<file path="config.mk">
export PLATFORM = sky130hd
export DESIGN_NAME = io_port_mode_selection
export DESIGN_NICKNAME = d
export VERILOG_FILES = /design/src/verilog/port_mode_pkg.sv /design/src/verilog/io_port_mode_selection.sv /design/src/verilog/pin_sync.sv
export SDC_FILE = /design/constraint.sdc
export NUM_CORES = 1
export LEC_CHECK = 0
export BUFFER_PORTS_ARGS = -buffer_cell sky130_fd_sc_hd__buf_2
export CAP_MARGIN = 20
export CORE_AREA = 2 2 216 218
export CTS_CLUSTER_SIZE = 28
export DETAILED_ROUTE_END_ITERATION = 12
export DIE_AREA = 0 0 218 220
export SLEW_MARGIN = 30
export SYNTH_ARGS = -nofsm -noshare
export SYNTH_HDL_FRONTEND = slang
export SYNTH_HIERARCHICAL = 1
export SYNTH_SLANG_ARGS = --single-unit
export TNS_END_PERCENT = 100
</file>
<file path="constraint.sdc">
create_clock -name CLK -period 1.9 [get_ports CLK]
set_input_delay 0.19 -clock CLK [delete_from_list [all_inputs] [get_ports CLK]]
set_output_delay 0.19 -clock CLK [all_outputs]
set_load 0.02 [all_outputs]
</file>
<file path="src/verilog/port_mode_pkg.sv">
package port_mode_pkg;

    // Register byte offsets on the AHB-Lite slave, one aligned word each.
    localparam logic [7:0] OFF_DATA_OUT_A = 8'h00;
    localparam logic [7:0] OFF_DATA_OUT_B = 8'h04;
    localparam logic [7:0] OFF_DATA_OUT_C = 8'h08;
    localparam logic [7:0] OFF_DATA_OUT_D = 8'h0c;
    localparam logic [7:0] OFF_DATA_OUT_E = 8'h10;
    localparam logic [7:0] OFF_DATA_OUT_F = 8'h14;
    localparam logic [7:0] OFF_DATA_OUT_G = 8'h18;
    localparam logic [7:0] OFF_DIR_A = 8'h20;
    localparam logic [7:0] OFF_DIR_B = 8'h24;
    localparam logic [7:0] OFF_DIR_C = 8'h28;
    localparam logic [7:0] OFF_DIR_D = 8'h2c;
    localparam logic [7:0] OFF_DIR_E = 8'h30;
    localparam logic [7:0] OFF_DIR_F = 8'h34;
    localparam logic [7:0] OFF_DIR_G = 8'h38;
    localparam logic [7:0] OFF_CTRL_E = 8'h40;
    localparam logic [7:0] OFF_CTRL_F = 8'h44;
    localparam logic [7:0] OFF_CTRL_G = 8'h48;
    localparam logic [7:0] OFF_MEM_MAP = 8'h50;
    localparam logic [7:0] OFF_PIN_IN_A = 8'h60;
    localparam logic [7:0] OFF_PIN_IN_B = 8'h64;
    localparam logic [7:0] OFF_PIN_IN_C = 8'h68;
    localparam logic [7:0] OFF_PIN_IN_D = 8'h6c;
    localparam logic [7:0] OFF_PIN_IN_E = 8'h70;
    localparam logic [7:0] OFF_PIN_IN_F = 8'h74;
    localparam logic [7:0] OFF_PIN_IN_G = 8'h78;
    localparam logic [7:0] OFF_ADDR_LATCH = 8'h80;

    localparam logic [7:0] PORT_RESET = 8'h00;
    localparam logic [7:0] MEM_MAP_RESET = 8'h00;
    localparam int PERIPH_BUF_BIT = 7;

    localparam logic [1:0] HTRANS_NONSEQ = 2'b10;
    localparam logic [2:0] HSIZE_WORD = 3'b010;

endpackage
</file>
<file path="src/verilog/io_port_mode_selection.sv">
// The register addresses and register access over AHB-Lite were chosen for this implementation.
`timescale 1ns/1ps

module io_port_mode_selection
    import port_mode_pkg::*;
#(
    parameter logic [7:0] PLA_ARRAY_A = 8'h00,
    parameter logic [7:0] PLA_ARRAY_B = 8'h00,
    parameter logic [7:0] PLA_ARRAY_C = 8'h00,
    parameter logic [7:0] ADDR_IN_MASK_F = 8'h00,
    parameter logic [15:0] RESET_PATTERN = 16'h0000,
    parameter bit DATA_PORT_MODE = 1'b0,
    parameter bit RESET_PATTERN_MODE = 1'b0,
    parameter bit BURST_FETCH = 1'b0
) (
    input wire logic CLK,
    input wire logic SRST,
    input wire logic HSEL,
    input wire logic [31:0] HADDR,
    input wire logic [1:0] HTRANS,
    input wire logic HWRITE,
    input wire logic [2:0] HSIZE,
    input wire logic [31:0] HWDATA,
    input wire logic HREADY,
    output logic [31:0] HRDATA,
    output logic HREADYOUT,
    output logic HRESP,
    input wire logic [15:0] MUX_ADDR,
    input wire logic ADDRESS_STROBE,
    input wire logic [55:0] ARRAY_OUT,
    input wire logic [55:0] ARRAY_OE,
    input wire logic PERIPHERAL_SELECT_TERM_A,
    input wire logic PERIPHERAL_SELECT_TERM_B,
    input wire logic [15:0] CPU_DATA_OUT,
    input wire logic CPU_DATA_OE,
    output logic [15:0] CPU_DATA_IN,
    input wire logic CPU_RESET,
    input wire logic BUS_CYCLE_ACTIVE,
    input wire logic [2:0] JTAG_ENABLE_SRC,
    output logic JTAG_ACTIVE,
    input wire logic [55:0] PIN_IN,
    output logic [55:0] PIN_OUT,
    output logic [55:0] PIN_OE,
    output logic [55:0] ARRAY_IN,
    output logic [55:0] ADDR_INPUT_FLAG
);

    // ******************************************************************
    // Register bus
    // ******************************************************************

    logic [7:0] dout_q [7];
    logic [7:0] dir_q [7];
    logic [7:0] ctrl_q [3];
    logic [7:0] mem_map_q;
    logic [55:0] pin_s;
    logic [55:0] array_in_q;
    logic [15:0] addr_latch_q;
    logic [15:0] mux_addr_s;
    logic [1:0] strobe_q;
    logic [1:0] cpu_reset_q;
    logic wr_pend_q;
    logic rd_pend_q;
    logic [7:0] addr_q;
    logic access_ok;

    function automatic logic is_port_reg(input logic [7:0] a, input logic [7:0] base, input int idx);
        is_port_reg = (a == 8'(base + 8'(idx * 4)));
    endfunction

    assign access_ok = HSEL && HREADY && (HTRANS == HTRANS_NONSEQ) && (HSIZE == HSIZE_WORD);
    assign HREADYOUT = 1'b1;
    assign HRESP = 1'b0;

    always_ff @(posedge CLK)
    begin
        if (SRST)
        begin
            wr_pend_q <= 1'b0;
            rd_pend_q <= 1'b0;
            addr_q <= 8'h00;
        end
        else
        begin
            wr_pend_q <= access_ok && HWRITE;
            rd_pend_q <= access_ok && !HWRITE;
            addr_q <= HADDR[7:0];
        end
    end

    // Reset clears every configuration bit, so pins start as inputs unless ARRAY_OE, CPU_DATA_OE (DATA_PORT_MODE) or the reset pattern enables them.
    always_ff @(posedge CLK)
    begin
        if (SRST)
        begin
            for (int i = 0; i < 7; i++)
            begin
                dout_q[i] <= PORT_RESET;
                dir_q[i] <= PORT_RESET;
            end
            for (int i = 0; i < 3; i++)
            begin
                ctrl_q[i] <= PORT_RESET;
            end
            mem_map_q <= MEM_MAP_RESET;
        end
        else if (wr_pend_q)
        begin
            for (int i = 0; i < 7; i++)
            begin
                if (is_port_reg(addr_q, OFF_DATA_OUT_A, i))
                begin
                    dout_q[i] <= HWDATA[7:0];
                end
                if (is_port_reg(addr_q, OFF_DIR_A, i))
                begin
                    // Port D has only four pins.
                    dir_q[i] <= (i == 3) ? {4'h0, HWDATA[3:0]} : HWDATA[7:0];
                end
            end
            for (int i = 0; i < 3; i++)
            begin
                if (is_port_reg(addr_q, OFF_CTRL_E, i))
                begin
                    ctrl_q[i] <= HWDATA[7:0];
                end
            end
            if (addr_q == OFF_MEM_MAP)
            begin
                mem_map_q <= HWDATA[7:0];
            end
        end
    end

    always_ff @(posedge CLK)
    begin
        if (SRST)
        begin
            HRDATA <= 32'h0000_0000;
        end
        else if (access_ok && !HWRITE)
        begin
            HRDATA <= 32'h0000_0000;
            for (int i = 0; i < 7; i++)
            begin
                if (is_port_reg(HADDR[7:0], OFF_DATA_OUT_A, i))
                begin
                    HRDATA <= {24'h0, dout_q[i]};
                end
                if (is_port_reg(HADDR[7:0], OFF_DIR_A, i))
                begin
                    HRDATA <= {24'h0, dir_q[i]};
                end
                if (is_port_reg(HADDR[7:0], OFF_PIN_IN_A, i))
                begin
                    HRDATA <= {24'h0, pin_s[i*8 +: 8]};
                end
            end
            for (int i = 0; i < 3; i++)
            begin
                if (is_port_reg(HADDR[7:0], OFF_CTRL_E, i))
                begin
                    HRDATA <= {24'h0, ctrl_q[i]};
                end
            end
            if (HADDR[7:0] == OFF_MEM_MAP)
            begin
                HRDATA <= {24'h0, mem_map_q};
            end
            if (HADDR[7:0] == OFF_ADDR_LATCH)
            begin
                HRDATA <= {16'h0, addr_latch_q};
            end
        end
    end

    // ******************************************************************
    // Pin input path
    // ******************************************************************

    pin_sync #(
        .WIDTH(56)
    ) u_pin_sync (
        .CLK(CLK),
        .SRST(SRST),
        .async_in(PIN_IN),
        .sync_out(pin_s)
    );

    // The multiplexed address passes the same two stages as the strobe, so
    // both arrive in step at the address latch.
    pin_sync #(
        .WIDTH(16)
    ) u_addr_sync (
        .CLK(CLK),
        .SRST(SRST),
        .async_in(MUX_ADDR),
        .sync_out(mux_addr_s)
    );

    always_ff @(posedge CLK)
    begin
        if (SRST)
        begin
            strobe_q <= 2'b00;
            cpu_reset_q <= 2'b00;
        end
        else
        begin
            strobe_q <= {strobe_q[0], ADDRESS_STROBE};
            cpu_reset_q <= {cpu_reset_q[0], CPU_RESET};
        end
    end

    // Upper address inputs are captured while the strobe is high, as a
    // transparent latch would, then held for the array once it falls.
    always_ff @(posedge CLK)
    begin
        if (SRST)
        begin
            array_in_q <= 56'h0;
        end
        else if (strobe_q[1])
        begin
            array_in_q <= pin_s;
        end
    end

    always_ff @(posedge CLK)
    begin
        if (SRST)
        begin
            addr_latch_q <= 16'h0000;
        end
        else if (strobe_q[1])
        begin
            addr_latch_q <= mux_addr_s;
        end
    end

    assign ARRAY_IN = array_in_q;
    // Ports A to D are all address-in capable; of F only the declared pins.
    assign ADDR_INPUT_FLAG = {8'h00, ADDR_IN_MASK_F, 8'h00, 4'h0, 4'hf, 24'hffffff};
    assign JTAG_ACTIVE = |JTAG_ENABLE_SRC;

    // ******************************************************************
    // Pin drivers
    // ******************************************************************

    logic [7:0] addr_nib_map [3];
    logic periph_buf_enable;
    logic periph_active;
    logic reset_drive;
    logic data_port_read;

    assign addr_nib_map[0] = {addr_latch_q[7:4], BURST_FETCH ? 4'h0 : addr_latch_q[3:0]};
    assign addr_nib_map[1] = {addr_latch_q[7:4], BURST_FETCH ? 4'h0 : addr_latch_q[3:0]};
    assign addr_nib_map[2] = addr_latch_q[15:8];
    assign periph_buf_enable = mem_map_q[PERIPH_BUF_BIT];
    assign periph_active = PERIPHERAL_SELECT_TERM_A || PERIPHERAL_SELECT_TERM_B;
    // Reset pattern only while reset holds and the bus is quiet, to avoid contention.
    assign reset_drive = RESET_PATTERN_MODE && cpu_reset_q[1] && !BUS_CYCLE_ACTIVE;

    genvar p;
    generate
        for (p = 0; p < 7; p++)
        begin : g_port
            logic [7:0] oe;
            logic [7:0] val;
            logic [7:0] pla;
            assign pla = (p == 0) ? PLA_ARRAY_A : (p == 1) ? PLA_ARRAY_B : (p == 2) ? PLA_ARRAY_C : 8'h00;
            if (p < 4)
            begin : g_abcd
                always_comb
                begin
                    oe = dir_q[p] | ARRAY_OE[p*8 +: 8];
                    val = (pla & ARRAY_OUT[p*8 +: 8]) | (~pla & dout_q[p]);
                end
            end
            else
            begin : g_efg
                always_comb
                begin
                    for (int b = 0; b < 8; b++)
                    begin
                        // Driver on when the enable term fires or the direction bit is set; address out only where the control bit is set.
                        if (ARRAY_OE[p*8+b] || (dir_q[p][b] && ctrl_q[p-4][b]))
                        begin
                            oe[b] = 1'b1;
                            val[b] = ctrl_q[p-4][b] ? addr_nib_map[p-4][b] : dout_q[p][b];
                        end
                        else
                        begin
                            oe[b] = dir_q[p][b] && !ctrl_q[p-4][b];
                            val[b] = dout_q[p][b];
                        end
                    end
                    if (p == 5 && periph_buf_enable)
                    begin
                        oe = (periph_active && CPU_DATA_OE) ? 8'hff : 8'h00;
                        val = CPU_DATA_OUT[7:0];
                    end
                    if ((p == 5 || p == 6) && DATA_PORT_MODE)
                    begin
                        oe = CPU_DATA_OE ? 8'hff : 8'h00;
                        val = (p == 6) ? CPU_DATA_OUT[15:8] : CPU_DATA_OUT[7:0];
                    end
                    // The boot pattern wins over every other use of F and G while it is driven.
                    if ((p == 5 || p == 6) && reset_drive)
                    begin
                        oe = 8'hff;
                        val = (p == 6) ? RESET_PATTERN[15:8] : RESET_PATTERN[7:0];
                    end
                end
            end
            assign PIN_OE[p*8 +: 8] = oe;
            assign PIN_OUT[p*8 +: 8] = val;
        end
    endgenerate

    assign data_port_read = DATA_PORT_MODE || periph_buf_enable;
    assign CPU_DATA_IN = data_port_read ? (DATA_PORT_MODE ? pin_s[55:40] : {8'h00, pin_s[47:40]}) : 16'h0000;

endmodule

</file>
<file path="src/verilog/pin_sync.sv">
`timescale 1ns/1ps

// Two-stage synchroniser for a bundle of asynchronous pin levels.
module pin_sync #(
    parameter int WIDTH = 8
) (
    input wire logic CLK,
    input wire logic SRST,
    input wire logic [WIDTH-1:0] async_in,
    output logic [WIDTH-1:0] sync_out
);

    logic [WIDTH-1:0] meta_q;

    always_ff @(posedge CLK)
    begin
        if (SRST)
        begin
            meta_q <= '0;
            sync_out <= '0;
        end
        else
        begin
            meta_q <= async_in;
            sync_out <= meta_q;
        end
    end

endmodule

</file>
Word-level counts from Yosys, hierarchy flattened
Memory sizes are Yosys's and may differ from the RTL's.
Index checks and enable logic that the tools add are counted.
Storage, ports and cells
  register bits after elaboration: 267
  bits in writable memories: 136
  bits of input ports: 283
  memories kept: 3
Memory list
  dir_q: words 7, width 8, rd ports 7, clocked after memory_dff 0, wr ports 7, RTL line io_port_mode_selection.sv:53  | logic [7:0] dir_q [7];
  dout_q: words 7, width 8, rd ports 7, clocked after memory_dff 0, wr ports 7, RTL line io_port_mode_selection.sv:52  | logic [7:0] dout_q [7];
  ctrl_q: words 3, width 8, rd ports 3, clocked after memory_dff 0, wr ports 3, RTL line io_port_mode_selection.sv:54  | logic [7:0] ctrl_q [3];
Operators by class
  equality and inequality tests: 44
  multiplexer cells: 189
  bitwise logic cells: 21
  reduce and logical (&&, ||, !) cells: 108
Operators with widths (count)
  32-bit two-way mux: 25
  8-bit two-way mux: 22
  1-bit two-way mux: 142
  8-bit by 7-bit equality test with 1-bit output (second input constant): 15
  8-bit by 6-bit equality test with 1-bit output (second input constant): 14
  1-bit logical AND: 54
  8-bit by 5-bit equality test with 1-bit output (second input constant): 6
  8-bit by 4-bit equality test with 1-bit output (second input constant): 4
  8-bit OR: 4
  1-bit logical NOT: 25
  1-bit logical OR: 25
  1-bit OR: 17
  8-bit by 3-bit equality test with 1-bit output (second input constant): 2
  8-bit logical NOT: 2
  8-bit equality test (second input constant): 1
  3-bit by 2-bit equality test with 1-bit output (second input constant): 1
  3-bit OR reduction: 1
  2-bit equality test (second input constant): 1
  2-bit AND reduction: 1

Longest topological paths before layout
  depth in word-level cells: 27
  gate-level depth with buffers: 11
  depth with buffers taken out: 7

By module
The synthesis kept the hierarchy.
By module, submodules not included
  io_port_mode_selection: instances 1, cells an instance 1264, area an instance 12221.7 um2
  pin_sync (u_pin_sync): instances 1, cells an instance 236, area an instance 3022.9 um2
  pin_sync (u_addr_sync): instances 1, cells an instance 67, area an instance 863.3 um2

Worst setup path after synthesis
Ideal clock, no wire load.
  kind: register to register
  start point: register addr_q[1]
  end point: memory ctrl_q[0][0], enable pin
  arrival time: 1.693 ns
  path slack: -0.177 ns
  cell stages (with the launch flop): 6
  buffers on the path: 1
  cell sequence: dfxtp_1 -> nor4_1 -> and2_1 -> clkbuf_1 -> nand2_1 -> o21ai_0
RTL lines
  from (decl): RTL line io_port_mode_selection.sv:64  | logic [7:0] addr_q;
  from (signal assigned): RTL line io_port_mode_selection.sv:87  | addr_q <= HADDR[7:0];
  to (decl): RTL line io_port_mode_selection.sv:54

==> metrics <==
placeable core area 45,860 µm²; distinct cell type count after synthesis 70; unrepaired setup endpoints after global routing true; time the final worst path needs with I/O delays and setup 2.104 ns; compound-gate portion of the synthesized area 8.909%; Final setup viols 22; met1 track demand over resource 36.73%; total via count after detailed routing 14,210; Setup crit start kind flop; count of flip-flops with a built-in enable after synthesis 132; max-cap viol count 0; worst-case clock buffer depth 3; Num CTS Buffers 41; Most used DFF post-synth dfxtp_1; most area-hungry cell type in the Yosys netlist dfxtp_1; fraction of the mapped netlist area in adder cells 0%; xor and xnor area share after synthesis 0%; gate count after technology mapping 1,567; vias in the first global route 13,480; summed negative setup slack over all endpoints -1.554 ns; Final Worst Setup Slack -0.2043 ns; die width 218 µm; DRC violation total after the first TritonRoute iteration 1,067; Port Buf Inserts 353; Crit Path Max Fanout 2; relative area change from synthesis to final layout 41.42%; number of core rows 79; post-layout util 49.67%; dominant cell by count in the synthesized netlist dfxtp_1; io pins 558; post-synthesis area per instance 10.28 µm²; leakage power 0.009736 µW; clock network latency to the later pin of the worst-skew pair 0.58 ns; number of antenna violations at the first check in global routing 1; final hold violation count 0; placed instance area 19,690 µm²; WP data arrival 1.91 ns; clock root buffer clkbuf_16; met3 Track Usage GR 4.513%; maximum number of pins on one net before global-route repair 107; clock slew seen by the registers of the worst setup and hold paths 0.06 ns; simple logic cell fraction of the synthesized area 21.47%; violated checks setup timing; worst endpoint required time 1.71 ns; DR vias/cell 4.960; WL final 63,960 µm; Worst slew margin 54.64%; design area 22,780 µm²; met2 layer usage reported by global route 40.23%; Antenna Cells 0; share of cell area taken by muxes after synthesis 6.680%; run status complete, but fails checks; Worst Skew 0.03232 ns; half-perimeter wire length of the detailed placement result 49,430 µm; type of element capturing the critical path output port; first-pass GRT wire length 89,840 µm; Post-layout nets 2,509; number of non-filler instances in the completed layout 2,864; fraction of synthesis flops using an asynchronous set or reset pin 0%; first-pass detailed-route iteration total 5; highest achievable clock rate 0.4752 GHz; actual slew at the worst max-slew pin 0.6804 ns; Synth Cell Area 16,110 µm²; list of most frequent post-synthesis cells dfxtp_1 (251), nor2_1 (219), nor2b_1 (157), edfxtp_1 (132), nand2_1 (116); Tot GR Track Use 25.89%; drt drc 0; CTS H-tree lvls 2; detailed-route wire length per cell 22.33 µm; IR drop worst, VDD 565.3 µV; path type of the worst min-delay path primary input to flop; fraction of final layout cells sized beyond drive strength 1 37.84%; max-slew violation count 0; Sinks on Clock Net 383; cell types occupying the most area after synthesis dfxtp_1 (31%), edfxtp_1 (25%), nor2b_1 (6.1%); fraction of post-synthesis cell area in the top cell type by area 31.19%; worst hold slack 0.1068 ns; final period utilization 110.8%; weighted congestion reported at the end of routability-driven placement 0.9484; Cells after DPL 2,658; Die Y-Extent 220 µm; initial cell density of the core 35.12%; grt peak-use layer met2; global route total overflow 0; count of warnings emitted by yosys 6; overall die area 47,960 µm²; register bit total from synthesis 383; clock tree from TritonCTS yes; sequential-to-total area share from yosys stat 55.80%; count of nets left with antenna violations after detail routing 0; combinational family with the most area after synthesis simple AND/OR/NAND/NOR gates; critical path type flop to output port; total power density per cell area 819.4 nW/µm²
## power breakdown
part           internal (µW)  switching (µW)
registers               8760             271
logic                    896            1120
clock network           4300            3320
total                  14000            4710
## area by class of cell
cell class / instances / area, µm²
repair buffers: 714 / 4923
multi-input cells: 1073 / 6774
fillers: 4306 / 23080
well taps: 607 / 759.5
flip-flops and latches: 383 / 8996
clock inverters: 19 / 126.4
clock buffers: 55 / 1151
inverters: 13 / 48.80
## critical path, cell delays in order, from the launching register on
cell and delay [ns]:
edfxtp_1 0.51, or2_4 0.30, nand2_2 0.07, mux2_4 0.32, buf_6 0.13
## metal layers
layer | vias up | share of wire (%) | wire [µm]
met5 | - | 0 | 0
met4 | 0 | 2.6 | 1631
met3 | 85 | 8.3 | 5302
met2 | 633 | 45 | 28480
met1 | 6893 | 45 | 28540
li1 | 6594 | - | -
## state kept, by name (all words and copies together), names as in the netlist, 16 cells and up
| name | flops |
|---|---|
| u_addr_sync/sync_out | 16 |
| u_pin_sync/meta_q | 56 |
| HRDATA | 16 |
| ARRAY_IN | 56 |
| ctrl_q | 24 |
| dout_q | 56 |
| u_pin_sync/sync_out | 56 |
| u_addr_sync/meta_q | 16 |
| dir_q | 52 |
| addr_latch_q | 16 |
## final timing paths
path                        start                endpoint  slack, ns  cells after the start
max                   dir_q[4][5]             PIN_OUT[37]      -0.20                      4
max reg2reg           dir_q[0][0]               HRDATA[0]      -0.03                      7
min reg2reg  u_pin_sync/meta_q[5]  u_pin_sync/sync_out[5]       0.41                      1
min                          SRST        addr_latch_q[10]       0.11                      3
## cell usage in the layout, fill, tap and decap left out, drive strengths merged, types with 56 or more instances in the layout
cell           n
clkbuf        56
buf          630
dlygate4sd3   83
o21ai         61
nor2         224
nand2        116
dfxtp        251
nor2b        157
conb          82
mux2i         85
edfxtp       132
## per-stage QoR
stage | setup slack (ns) | total power, µW
final | -0.2043 | 18660
after global routing | -0.2124 | 19260
after CTS | -0.2004 | 18770
after detailed placement | -0.6836 | 10880
after global placement | -0.7088 | 10880
after floorplan | -0.09442 | 10110
## timing repair
action | CTS | global route
resized for setup | 141 | 48
buffers inserted | 39 | 11
pin swaps | 40 | 25
endpoints found under the hold margin | 91 | 0
setup endpoints to repair | 64 | 54
hold buffers | 83 | 0
## cell families (layout without fill, tap and decap cells)
group | after synthesis | in the layout
multiplexers | 105 | 105
AO/OA/AOI/OAI | 220 | 220
other | 2 | 82
flip-flops | 383 | 383
AND/OR/NAND/NOR | 666 | 666
buffers and inverters | 191 | 801
Power figures use the tool's default switching activity.
